--- src/design/ccpu_consts.vh ---
// constants for the capture/compare/pwm unit
`ifndef CCPU_CONSTS_VH
`define CCPU_CONSTS_VH

// register byte addresses
`define CCPU_ADDR_CTRL    8'h00
`define CCPU_ADDR_CAPLO   8'h04
`define CCPU_ADDR_CAPHI   8'h08
`define CCPU_ADDR_PERIOD  8'h0c
`define CCPU_ADDR_STATUS  8'h10

// control register fields
`define CCPU_MODE_MSB     3
`define CCPU_MODE_LSB     0
`define CCPU_DLOW_MSB     5
`define CCPU_DLOW_LSB     4
`define CCPU_CTRL_W       6

// status register fields
`define CCPU_ST_FLAG      0
`define CCPU_ST_IEN       1

// reset values
`define CCPU_CTRL_RST     6'h00
`define CCPU_BYTE_RST     8'h00
`define CCPU_PERIOD_RST   8'hff

// mode field encodings
`define CCPU_M_OFF        4'h0
`define CCPU_M_CAP_FALL   4'h4
`define CCPU_M_CAP_RISE   4'h5
`define CCPU_M_CAP_4TH    4'h6
`define CCPU_M_CAP_16TH   4'h7
`define CCPU_M_CMP_SET    4'h8
`define CCPU_M_CMP_CLR    4'h9
`define CCPU_M_CMP_SWI    4'ha
`define CCPU_M_CMP_SPEC   4'hb

// capture edge prescale terminal counts; 4th looks at the low two bits only
`define CCPU_PS4_LAST     2'h3
`define CCPU_PS16_LAST    4'hf

`endif

--- src/design/ccpu_capture_compare_pwm.v ---
// capture/compare/pwm unit for one channel pin, with an apb register slave
`timescale 1ns/1ns
`default_nettype none
`include "ccpu_consts.vh"

module ccpu_capture_compare_pwm (
   input  wire        clock,          // system clock, 10 mhz
   input  wire        arst_n,         // asynchronous reset, active low
   input  wire        psel,           // apb select
   input  wire        penable,        // apb access phase
   input  wire        pwrite,         // apb write
   input  wire [7:0]  paddr,          // apb byte address
   input  wire [31:0] pwdata,         // apb write data
   output wire        pready,         // apb ready
   output reg  [31:0] prdata,         // apb read data
   output wire        pslverr,        // apb error on unmapped address
   input  wire        channelPinIn,   // pad level of the channel pin
   output reg         channelPinOut,  // level driven onto the channel pin
   output wire        channelPinOe,   // unit controls the pin
   input  wire [15:0] wideTimerCount, // shared 16-bit timer count
   input  wire        wideTimerTick,  // one-cycle pulse: wide timer clock edge
   output reg         wideTimerReset, // pulse: zero wide timer at this tick
   output reg         adcStart,       // pulse: special event trigger
   input  wire [7:0]  pwmTimerCount,  // 8-bit pwm timer count
   input  wire [1:0]  pwmTimerLow,    // two low time-base bits
   input  wire        pwmTimerTick,   // one-cycle pulse: pwm timer increment
   output reg         pwmTimerClear,  // pulse: clear pwm timer at this tick
   output wire [7:0]  pwmPeriod,      // period register for the pwm timer
   input  wire        sleepMode,      // device asleep, unit frozen
   output wire        channelIrqFlag, // channel interrupt request flag
   output wire        channelIrqReq   // flag gated by the channel enable
);

   ////////////////////////////////////////////////////////////////////////
   // mode decoding

   function isCapture;
      input [3:0] m;
      begin
         isCapture = (m[3:2] == 2'b01);
      end
   endfunction

   function isCompare;
      input [3:0] m;
      begin
         isCompare = (m[3:2] == 2'b10);
      end
   endfunction

   function isPwm;
      input [3:0] m;
      begin
         isPwm = (m[3:2] == 2'b11);
      end
   endfunction

   ////////////////////////////////////////////////////////////////////////
   // state

   reg  [5:0]  ctrl_reg;       // channel_control_reg
   reg  [7:0]  capLo_reg;      // capture_low_or_duty_msbs
   reg  [7:0]  capHi_reg;      // capture_high_or_active_duty
   reg  [7:0]  period_reg;     // pwm_period_reg
   reg         flag_reg;       // channel_irq_flag
   reg         irqEn_reg;      // channel_irq_enable

   // internal latches and pipelines
   reg  [1:0]  activeLow_reg;  // latched duty low bits
   reg  [3:0]  presc_reg;      // capture edge prescaler counter
   reg         pinSync1_reg;   // synchroniser first stage
   reg         pinSync2_reg;   // synchroniser second stage
   reg         pinPrev_reg;    // last synchronised level
   reg         matchPrev_reg;  // compare match seen last cycle
   reg         specPend_reg;   // timer reset waiting for tick
   reg         pinLevel_reg;   // compare output latch / pwm level

   // combinational decode results
   reg         irqSet;
   reg         capEvent;

   // mode and bus qualifiers
   wire [3:0]  mode = ctrl_reg[`CCPU_MODE_MSB:`CCPU_MODE_LSB];
   wire        run = ~sleepMode;
   wire        wrEn = psel & penable & pwrite;
   wire        addrOk;

   // one write strobe per register, taken in the access phase only
   wire        wrCtrl = wrEn & (paddr == `CCPU_ADDR_CTRL);
   wire        wrCapLo = wrEn & (paddr == `CCPU_ADDR_CAPLO);
   wire        wrCapHi = wrEn & (paddr == `CCPU_ADDR_CAPHI);
   wire        wrPeriod = wrEn & (paddr == `CCPU_ADDR_PERIOD);
   wire        wrStatus = wrEn & (paddr == `CCPU_ADDR_STATUS);

   // pin edges from the synchronised level
   wire        rise = pinSync2_reg & ~pinPrev_reg;
   wire        fall = ~pinSync2_reg & pinPrev_reg;

   // prescaler terminal counts; the counter wraps, so 4th uses two bits
   wire        ps4Last = (presc_reg[1:0] == `CCPU_PS4_LAST);
   wire        ps16Last = (presc_reg == `CCPU_PS16_LAST);

   // compare against the shared wide timer; a held match fires once
   wire        match = (wideTimerCount == {capHi_reg, capLo_reg});
   wire        matchNew = match & ~matchPrev_reg;

   // pwm period end and duty end on the 10-bit time base
   wire        periodHit = pwmTimerTick & (pwmTimerCount == period_reg);
   wire [9:0]  dutyBuf = {capLo_reg, ctrl_reg[`CCPU_DLOW_MSB:`CCPU_DLOW_LSB]};
   wire        dutyHit = ({pwmTimerCount, pwmTimerLow} == {capHi_reg, activeLow_reg});

   // single-cycle access phase; read data is prepared in setup
   assign pready = 1'b1;
   assign addrOk = (paddr == `CCPU_ADDR_CTRL) | (paddr == `CCPU_ADDR_CAPLO) |
                   (paddr == `CCPU_ADDR_CAPHI) | (paddr == `CCPU_ADDR_PERIOD) |
                   (paddr == `CCPU_ADDR_STATUS);
   assign pslverr = psel & penable & ~addrOk;

   // plain views of internal state
   assign pwmPeriod = period_reg;
   assign channelIrqFlag = flag_reg;
   assign channelIrqReq = flag_reg & irqEn_reg;

   // pin is the unit's only in set/clear compare and pwm; off frees it
   assign channelPinOe = (mode == `CCPU_M_CMP_SET) | (mode == `CCPU_M_CMP_CLR) |
                         isPwm(mode);

   ////////////////////////////////////////////////////////////////////////
   // pin synchroniser; the pad level is read back even when driven

   always @(posedge clock or negedge arst_n) begin
      if (!arst_n) begin
         pinSync1_reg <= 1'b0;
         pinSync2_reg <= 1'b0;
      end else begin
         pinSync1_reg <= channelPinIn;
         // nothing but the second stage reads the first
         pinSync2_reg <= pinSync1_reg;
      end
   end

   ////////////////////////////////////////////////////////////////////////
   // capture event selection

   always @* begin
      capEvent = 1'b0;
      case (mode)
         `CCPU_M_CAP_FALL: capEvent = fall;
         `CCPU_M_CAP_RISE: capEvent = rise;
         `CCPU_M_CAP_4TH:  capEvent = rise & ps4Last;
         `CCPU_M_CAP_16TH: capEvent = rise & ps16Last;
         default:          capEvent = 1'b0;
      endcase
   end

   // flag sources: captures and every compare match
   always @* begin
      irqSet = run & (capEvent | (isCompare(mode) & matchNew));
   end

   ////////////////////////////////////////////////////////////////////////
   // capture prescaler; a mode change inside capture keeps the count

   always @(posedge clock or negedge arst_n) begin
      if (!arst_n) begin
         presc_reg <= 4'h0;
         pinPrev_reg <= 1'b0;
      end else if (!isCapture(mode)) begin
         presc_reg <= 4'h0;
         pinPrev_reg <= pinSync2_reg;
      end else if (run) begin
         // awake only: sleep freezes the count and the edge memory
         pinPrev_reg <= pinSync2_reg;
         if (rise)
            presc_reg <= presc_reg + 4'h1;
      end
   end

   ////////////////////////////////////////////////////////////////////////
   // compare match tracking and special event trigger

   always @(posedge clock or negedge arst_n) begin
      if (!arst_n) begin
         matchPrev_reg <= 1'b0;
         specPend_reg <= 1'b0;
         wideTimerReset <= 1'b0;
         adcStart <= 1'b0;
      end else begin
         wideTimerReset <= 1'b0;
         adcStart <= 1'b0;
         if (run) begin
            matchPrev_reg <= match & isCompare(mode);
            if (mode != `CCPU_M_CMP_SPEC) begin
               specPend_reg <= 1'b0;
            end else if (matchNew) begin
               adcStart <= 1'b1;
               specPend_reg <= 1'b1;
            end else if (specPend_reg & !match) begin
               specPend_reg <= 1'b0;
            end else if (specPend_reg & wideTimerTick) begin
               // no overflow pulse is given, so the timer flag stays
               wideTimerReset <= 1'b1;
               specPend_reg <= 1'b0;
            end
         end
      end
   end

   ////////////////////////////////////////////////////////////////////////
   // pin latch: compare actions and pwm waveform

   always @(posedge clock or negedge arst_n) begin
      if (!arst_n) begin
         pinLevel_reg <= 1'b0;
         activeLow_reg <= 2'b00;
         pwmTimerClear <= 1'b0;
      end else begin
         pwmTimerClear <= 1'b0;
         if (mode == `CCPU_M_OFF) begin
            pinLevel_reg <= 1'b0;
         end else if (run & isCompare(mode) & matchNew) begin
            // toggle has no encoding here, so only set and clear act
            if (mode == `CCPU_M_CMP_SET)
               pinLevel_reg <= 1'b1;
            else if (mode == `CCPU_M_CMP_CLR)
               pinLevel_reg <= 1'b0;
         end else if (run & isPwm(mode)) begin
            // a shared timer tick aligns rising edges of all channels
            if (periodHit) begin
               pwmTimerClear <= 1'b1;
               activeLow_reg <= dutyBuf[1:0];
               pinLevel_reg <= (dutyBuf != 10'h000);
            end else if (dutyHit) begin
               // a width beyond the period never matches, level stays
               pinLevel_reg <= 1'b0;
            end
         end
      end
   end

   // pin output follows the latch; sleep holds it since the latch freezes
   always @(posedge clock or negedge arst_n) begin
      if (!arst_n)
         channelPinOut <= 1'b0;
      else
         channelPinOut <= pinLevel_reg;
   end

   ////////////////////////////////////////////////////////////////////////
   // software registers and hardware updates

   // control, period and enable: software only
   always @(posedge clock or negedge arst_n) begin
      if (!arst_n) begin
         ctrl_reg <= `CCPU_CTRL_RST;
         period_reg <= `CCPU_PERIOD_RST;
         irqEn_reg <= 1'b0;
      end else begin
         if (wrCtrl)
            ctrl_reg <= pwdata[`CCPU_CTRL_W-1:0];
         if (wrPeriod)
            period_reg <= pwdata[7:0];
         if (wrStatus)
            irqEn_reg <= pwdata[`CCPU_ST_IEN];
      end
   end

   // capture pair, shared as compare pair and as pwm duty buffer
   always @(posedge clock or negedge arst_n) begin
      if (!arst_n) begin
         capLo_reg <= `CCPU_BYTE_RST;
         capHi_reg <= `CCPU_BYTE_RST;
      end else begin
         if (wrCapLo)
            capLo_reg <= pwdata[7:0];
         if (run & isPwm(mode) & periodHit)
            capHi_reg <= dutyBuf[9:2];
         else if (wrCapHi & !isPwm(mode))
            capHi_reg <= pwdata[7:0];
         // a capture wins over a same-cycle software write
         if (capEvent & run) begin
            capHi_reg <= wideTimerCount[15:8];
            capLo_reg <= wideTimerCount[7:0];
         end
      end
   end

   // flag: set wins over a write-one-to-clear in the same cycle
   always @(posedge clock or negedge arst_n) begin
      if (!arst_n)
         flag_reg <= 1'b0;
      else if (irqSet)
         flag_reg <= 1'b1;
      else if (wrStatus & pwdata[`CCPU_ST_FLAG])
         flag_reg <= 1'b0;
   end

   ////////////////////////////////////////////////////////////////////////
   // read data, latched during the setup cycle

   always @(posedge clock or negedge arst_n) begin
      if (!arst_n) begin
         prdata <= 32'h00000000;
      end else if (psel & !penable) begin
         // byte registers, upper bits read as zero
         case (paddr)
            `CCPU_ADDR_CTRL:   prdata <= {26'h0, ctrl_reg};
            `CCPU_ADDR_CAPLO:  prdata <= {24'h000000, capLo_reg};
            `CCPU_ADDR_CAPHI:  prdata <= {24'h000000, capHi_reg};
            `CCPU_ADDR_PERIOD: prdata <= {24'h000000, period_reg};
            `CCPU_ADDR_STATUS: prdata <= {30'h0, irqEn_reg, flag_reg};
            default:           prdata <= 32'h00000000;
         endcase
      end
   end

endmodule

`default_nettype wire

--- config.mk ---
export PLATFORM = sky130hd
export DESIGN_NAME = ccpu_capture_compare_pwm
export DESIGN_NICKNAME = d
export VERILOG_FILES = /design/src/design/ccpu_capture_compare_pwm.v
export VERILOG_INCLUDE_DIRS = /design/src /design/src/design
export SDC_FILE = /design/constraint.sdc
export NUM_CORES = 1
export LEC_CHECK = 0
export BUFFER_PORTS_ARGS = -buffer_cell sky130_fd_sc_hd__buf_2
export CAP_MARGIN = 20
export CORE_MARGIN = 2
export CORE_UTILIZATION = 50
export CTS_CLUSTER_SIZE = 20
export DETAILED_ROUTE_END_ITERATION = 8
export PLACE_DENSITY = 0.81
export SYNTH_ARGS = -nofsm -noshare
export SYNTH_HDL_FRONTEND = slang
export SYNTH_SLANG_ARGS = --single-unit
--- constraint.sdc ---
create_clock -name clock -period 4.17 [get_ports clock]
set_input_delay 0.834 -clock clock [delete_from_list [all_inputs] [get_ports clock]]
set_output_delay 0.834 -clock clock [all_outputs]
set_load 0.01 [all_outputs]
==> impl_metrics.toml, run 1 <==
[finish]
fillCellCount = 555
n_antenna_cell = 0
seq_area_mm2 = 0.00141
design_area_mm2 = 0.00380
syn2layout_area_growth_pct = 12.5
drive_gt1_frac = 0.276
final_nets = 491
multiInputGateArea_mm2 = 0.00179
finalNonFillerCells = 493

[timing]
rsz0062_at_grt = "no"
fin_skew_ns = 0.00934
finalCriticalPeriod_ns = 2.87
finalSetupTns_ns = 0
clock.fmax_mhz = 349
maxSlewViolCount = 0
worstMarginPinSlew_ns = 1.04
period_share = 0.688
slew-limit-headroom = 0.303
finalSetupViolCount = 0
timing.final.ws_setup_ns = 1.30
hold_viol = 0

[global_routing]
grt_max_degree = 34
overflow = 0
grt_first_pass_wirelength_um = 12900
grt_usage = 0.224
antenna_found_initial = 0
grt_pass1_vias = 2702

[pwr]
power_mw = 1.07
pwr-share-seq = 0.538
p_int_uw = 794
switching_power_uw = 278
switching_share = 0.259
p_leak_nw = 1.83
power_frac_comb = 0.132
power_frac_clock = 0.330
peakVddDrop_mv = 0.173
p_per_area_mw_per_mm2 = 282

[clock_tree]
cts.sink_count = 56
cts_setup_buffers = 0
cts-root-buf = "clkbuf_8"
htree_levels = 2
clk_pin_slew_ns = 0.10
postCtsHoldBufs = 0
clk_path_buf_depth = 2
cts_tree = "done"
post_cts_resized = 0
worstSkewPairLatency_ns = 0.31
cts_buffers = 5

[worst_setup_path]
worstPathMaxFanout = 14
crit_type = "primary input to register"
worstPathArrival_ns = 3.01
cp.required_ns = 4.31
critPathLaunchType = "primary input"
end_kind = "register"

[run_status]
status = "finished, final reports clean"

[yosys]
ys_seq_area_frac = 0.417
syn_inst = 346
yosysTopAreaCell = "dfrtp_1"
yosys_warnings = 0
synth_cell_types = 45
avgSynthCellArea_um2 = 9.77
ys_ff_latch = 56
synth_top_area_share = 0.355
synthTopCellsByArea = "dfrtp_1 36%, buf_4 6.4%, dfstp_2 6.2%"
syn_area_mm2 = 0.00338

[die]
core-area_mm2 = 0.00646
die-area_mm2 = 0.00744
start_util = 0.523
die_h_um = 86.2
rows = 29
die_w_um = 86.2
ios = 124

[placement]
dpl.hpwl_um = 6190
numPortBuffers = 74
placed_area_mm2 = 0.00370
gp_congestion = 0.884
pre_cts_ws_ns = 0.967
place_inst = 485

[min_path]
hold_class = "register to register"

[drt]
via_count = 2815
dr.first_iter.drc_count = 211
totalWireLength_um = 8240
drc = 0
avgRoutedWirePerCell_um = 16.7
first_pass_iters = 5
ant_nets = 0
vias_per_cell = 5.71

[flow_run]
cap_violations = 0
## synth_stat cells (all sizes together)
master   number
a2111o        1
a21boi        2
a21oi         4
a221oi        9
a22o          2
a31oi         2
and2          2
and3          1
and4          2
buf          34
clkbuf        3
conb          2
dfrtp        48
dfstp         8
ha            1
inv           3
mux2         22
mux2i         9
mux4          4
nand2        52
nand2b        4
nand3         8
nand3b        1
nand4         5
nand4b        3
nor2         24
nor2b         4
nor3          5
nor4          9
o2111ai       1
o21a          1
o21ai        31
or3           1
or4           1
xnor2        16
xor2         21
## final timing paths
kind,start,to,slack (ns),cells past startpoint
hold / removal,pinSync1_reg,pinSync2_reg,0.36,0
hold reg to reg,pinSync1_reg,pinSync2_reg,0.36,0
setup reg to reg,ctrl_reg[1],capHi_reg[7],1.70,6
min in group asynchronous,arst_n,pinSync2_reg,0.50,1
setup / recovery,paddr[1],capLo_reg[7],1.30,6
max in group asynchronous,arst_n,pwmPeriod[0],2.79,2
## kinds of logic (layout without fill, tap and decap cells)
| family | count (synthesis) | count (layout) | share of synthesized area |
|---|---|---|---|
| multiplexers | 35 | 35 | 0.127 |
| XOR/XNOR | 37 | 37 | 0.0959 |
| AND/OR/NAND/NOR | 122 | 122 | 0.178 |
| buffers and inverters | 40 | 87 | 0.0781 |
| other | 2 | 25 | 0.00222 |
| AO/OA/AOI/OAI | 53 | 53 | 0.0977 |
| flip-flops | 56 | 56 | 0.417 |
| adder cells (fa/ha/maj) | 1 | 1 | 0.00370 |
## metrics by stage
step                utilization  hold slack (ns)
floorplan                     -            0.331
global placement          0.572            0.333
detailed placement        0.572            0.336
CTS                       0.589            0.360
global route              0.589            0.371
finish                    0.589            0.364
## power by group through the flow
stage,Clock (mW),Combinational (mW),Sequential [mW]
floorplan,0,0.0910,0.583
global placement,0,0.136,0.586
detailed placement,0,0.139,0.587
CTS,0.360,0.141,0.577
global route,0.377,0.155,0.580
finish,0.354,0.141,0.577
## layout by cell type, fill, tap and decap left out, types with 2 or more instances in the layout
cell      netlist  routed
nand2b_1        4       4
xnor2_1        16      16
dfrtp_1        48      48
nor2b_1         4       4
buf_4          29       2
nand4b_1        3       3
nand4_1         5       5
clkbuf_8        0       5
nor2_1         24      24
a22o_1          2       2
and2_1          2       2
nand2_1        52      52
mux4_2          4       4
and4_1          2       2
o21ai_0        20      20
mux2i_1         9       9
a221oi_1        9       9
inv_1           3       3
a21oi_1         4       4
dfstp_2         8       8
mux2_2         14      14
o21ai_1        11      11
a31oi_1         2       2
conb_1          2      25
buf_2           4      74
nand3_1         7       7
mux2_1          8       8
nor4_1          8       8
nor3_1          3       3
xor2_1         21      21
## per-layer routing
| layer | up-vias | track usage | part of all wire |
|---|---|---|---|
| met1 | 1323 | 0.309 | 0.43 |
| met2 | 155 | 0.364 | 0.47 |
| met4 | 0 | 0.0696 | 0.027 |
| met5 | - | 0 | 0 |
| met3 | 32 | 0.0371 | 0.070 |
| li1 | 1305 | - | - |
## cell type report
cell class | instances | area share
multi-input combinational | 273 | 0.471
sequential | 56 | 0.371
clock buffer | 6 | 0.0191
tap | 77 | 0.0253
inverter | 3 | 0.00296
clock inverter | 2 | 0.00921
timing repair buffer | 76 | 0.101
## worst max-delay path, cell delays in order
cell and delay [ns]:
buf_2 0.09, or4_4 0.55, nor3_4 0.43, nand4b_1 0.66, mux2i_1 0.32, o21ai_0 0.11
(Power assumes the default switching activity.)
==> inputs of run 2 (changes only) <==
clock period = 2.9 ns   (was 4.17 ns; I/O delays follow)
==> run 2 against run 1 <==
  * Combinational power grew 44%
  * Die area is the same
  * Clock skew shrank 0.0044 ns
  * Largest cell class unchanged
  * Largest power group unchanged
==> impl_metrics.toml, run 2 (synthesized netlist as in run 1, its figures left out) <==
[run_status]
status = "finished, final reports clean"

[clock_tree]
cts_setup_buffers = 0
clk_pin_slew_ns = 0.10
cts_tree = "done"
cts-root-buf = "clkbuf_8"
worstSkewPairLatency_ns = 0.31
post_cts_resized = 0
cts_buffers = 5
clk_path_buf_depth = 2
postCtsHoldBufs = 0
cts.sink_count = 56
htree_levels = 2

[finish]
final_nets = 496
syn2layout_area_growth_pct = 13.6
drive_gt1_frac = 0.285
seq_area_mm2 = 0.00141
finalNonFillerCells = 498
mostFrequentLayoutCell = "buf_2"
n_antenna_cell = 0
final_cell_mix = "74 x buf_2, 52 x nand2_1, 48 x dfrtp_1"
multiInputGateArea_mm2 = 0.00179
fillCellCount = 561

[drt]
totalWireLength_um = 8230
dr.first_iter.drc_count = 307
vias_per_cell = 5.63
via_count = 2803
ant_nets = 0
first_pass_iters = 5
avgRoutedWirePerCell_um = 16.5
drc = 0

[worst_setup_path]
critPathLaunchType = "primary input"
crit_type = "primary input to output pin"
r2r-start = "capLo_reg[0]"
crit_start = "paddr[1]"
worstPathMaxFanout = 3
cp.required_ns = 2.32
end_kind = "output pin"
worstPathArrival_ns = 1.66

[timing]
worstMarginPinSlew_ns = 0.715
maxSlewViolCount = 0
period_share = 0.771
finalCriticalPeriod_ns = 2.24
finalSetupTns_ns = 0
hold_viol = 0
timing.final.ws_setup_ns = 0.663
rsz0062_at_grt = "no"
hold_ws_ns = 0.356
fin_skew_ns = 0.00491
finalSetupViolCount = 0
slew-limit-headroom = 0.523
clock.fmax_mhz = 447

[die]
rows = 29
die-area_mm2 = 0.00744
die_w_um = 86.2
core-area_mm2 = 0.00646
die_h_um = 86.2
ios = 124
start_util = 0.523

[flow_run]
cap_violations = 0

[min_path]
hold_class = "register to register"
min_from = "pinSync1_reg"

[global_routing]
grt_first_pass_wirelength_um = 12800
grt_max_degree = 57
grt_pass1_vias = 2667
antenna_found_initial = 0
overflow = 0
grt_usage = 0.222

[pwr]
p_leak_nw = 1.86
peakVddDrop_mv = 0.323
p_per_area_mw_per_mm2 = 402

[placement]
dpl.hpwl_um = 6140
place_inst = 490
gp_congestion = 0.897
numPortBuffers = 74
pre_cts_ws_ns = 0.456
run 2: final timing paths:
kind	to	slack [ns]	cells after the start
max	pslverr	0.66	5
min	pinSync2_reg	0.36	0
max reg2reg	pinLevel_reg	0.70	6
min reg2reg	pinSync2_reg	0.36	0
max in group asynchronous	ctrl_reg[5]	2.03	2
min in group asynchronous	presc_reg[1]	0.37	2
run 2: worst max-delay path, stage by stage:
cell,delay [ns]
buf_2,0.09
or4_4,0.55
nor2_1,0.20
a21oi_1,0.09
buf_2,0.14
run 2: power by group:
group / switching (mW) / internal, mW
sequential: 0.0266 / 0.803
clock: 0.254 / 0.257
combinational: 0.121 / 0.0828
total: 0.401 / 1.14
run 2: layout make-up:
cell class | instances | area share
sequential | 56 | 0.367
inverter | 3 | 0.00293
timing repair buffer | 81 | 0.110
clock inverter | 2 | 0.00912
multi-input combinational | 273 | 0.466
tap | 77 | 0.0251
clock buffer | 6 | 0.0189
run 2: metrics by stage:
stage | util | total power, mW | cell area (um^2)
floorplan | - | 0.969 | 3470
global placement | 0.578 | 1.04 | 3730
detailed placement | 0.578 | 1.04 | 3730
CTS | 0.595 | 1.54 | 3840
global route | 0.595 | 1.59 | 3840
finish | 0.595 | 1.54 | 3840
run 2: routing by layer:
layer | global-route usage | vias up | share of wire | routed length, um
met5 | 0 | - | 0 | 0
met4 | 0.0597 | 0 | 0.018 | 145
met3 | 0.0533 | 15 | 0.075 | 620
met2 | 0.366 | 134 | 0.47 | 3900
met1 | 0.295 | 1340 | 0.43 | 3570
li1 | - | 1314 | - | -
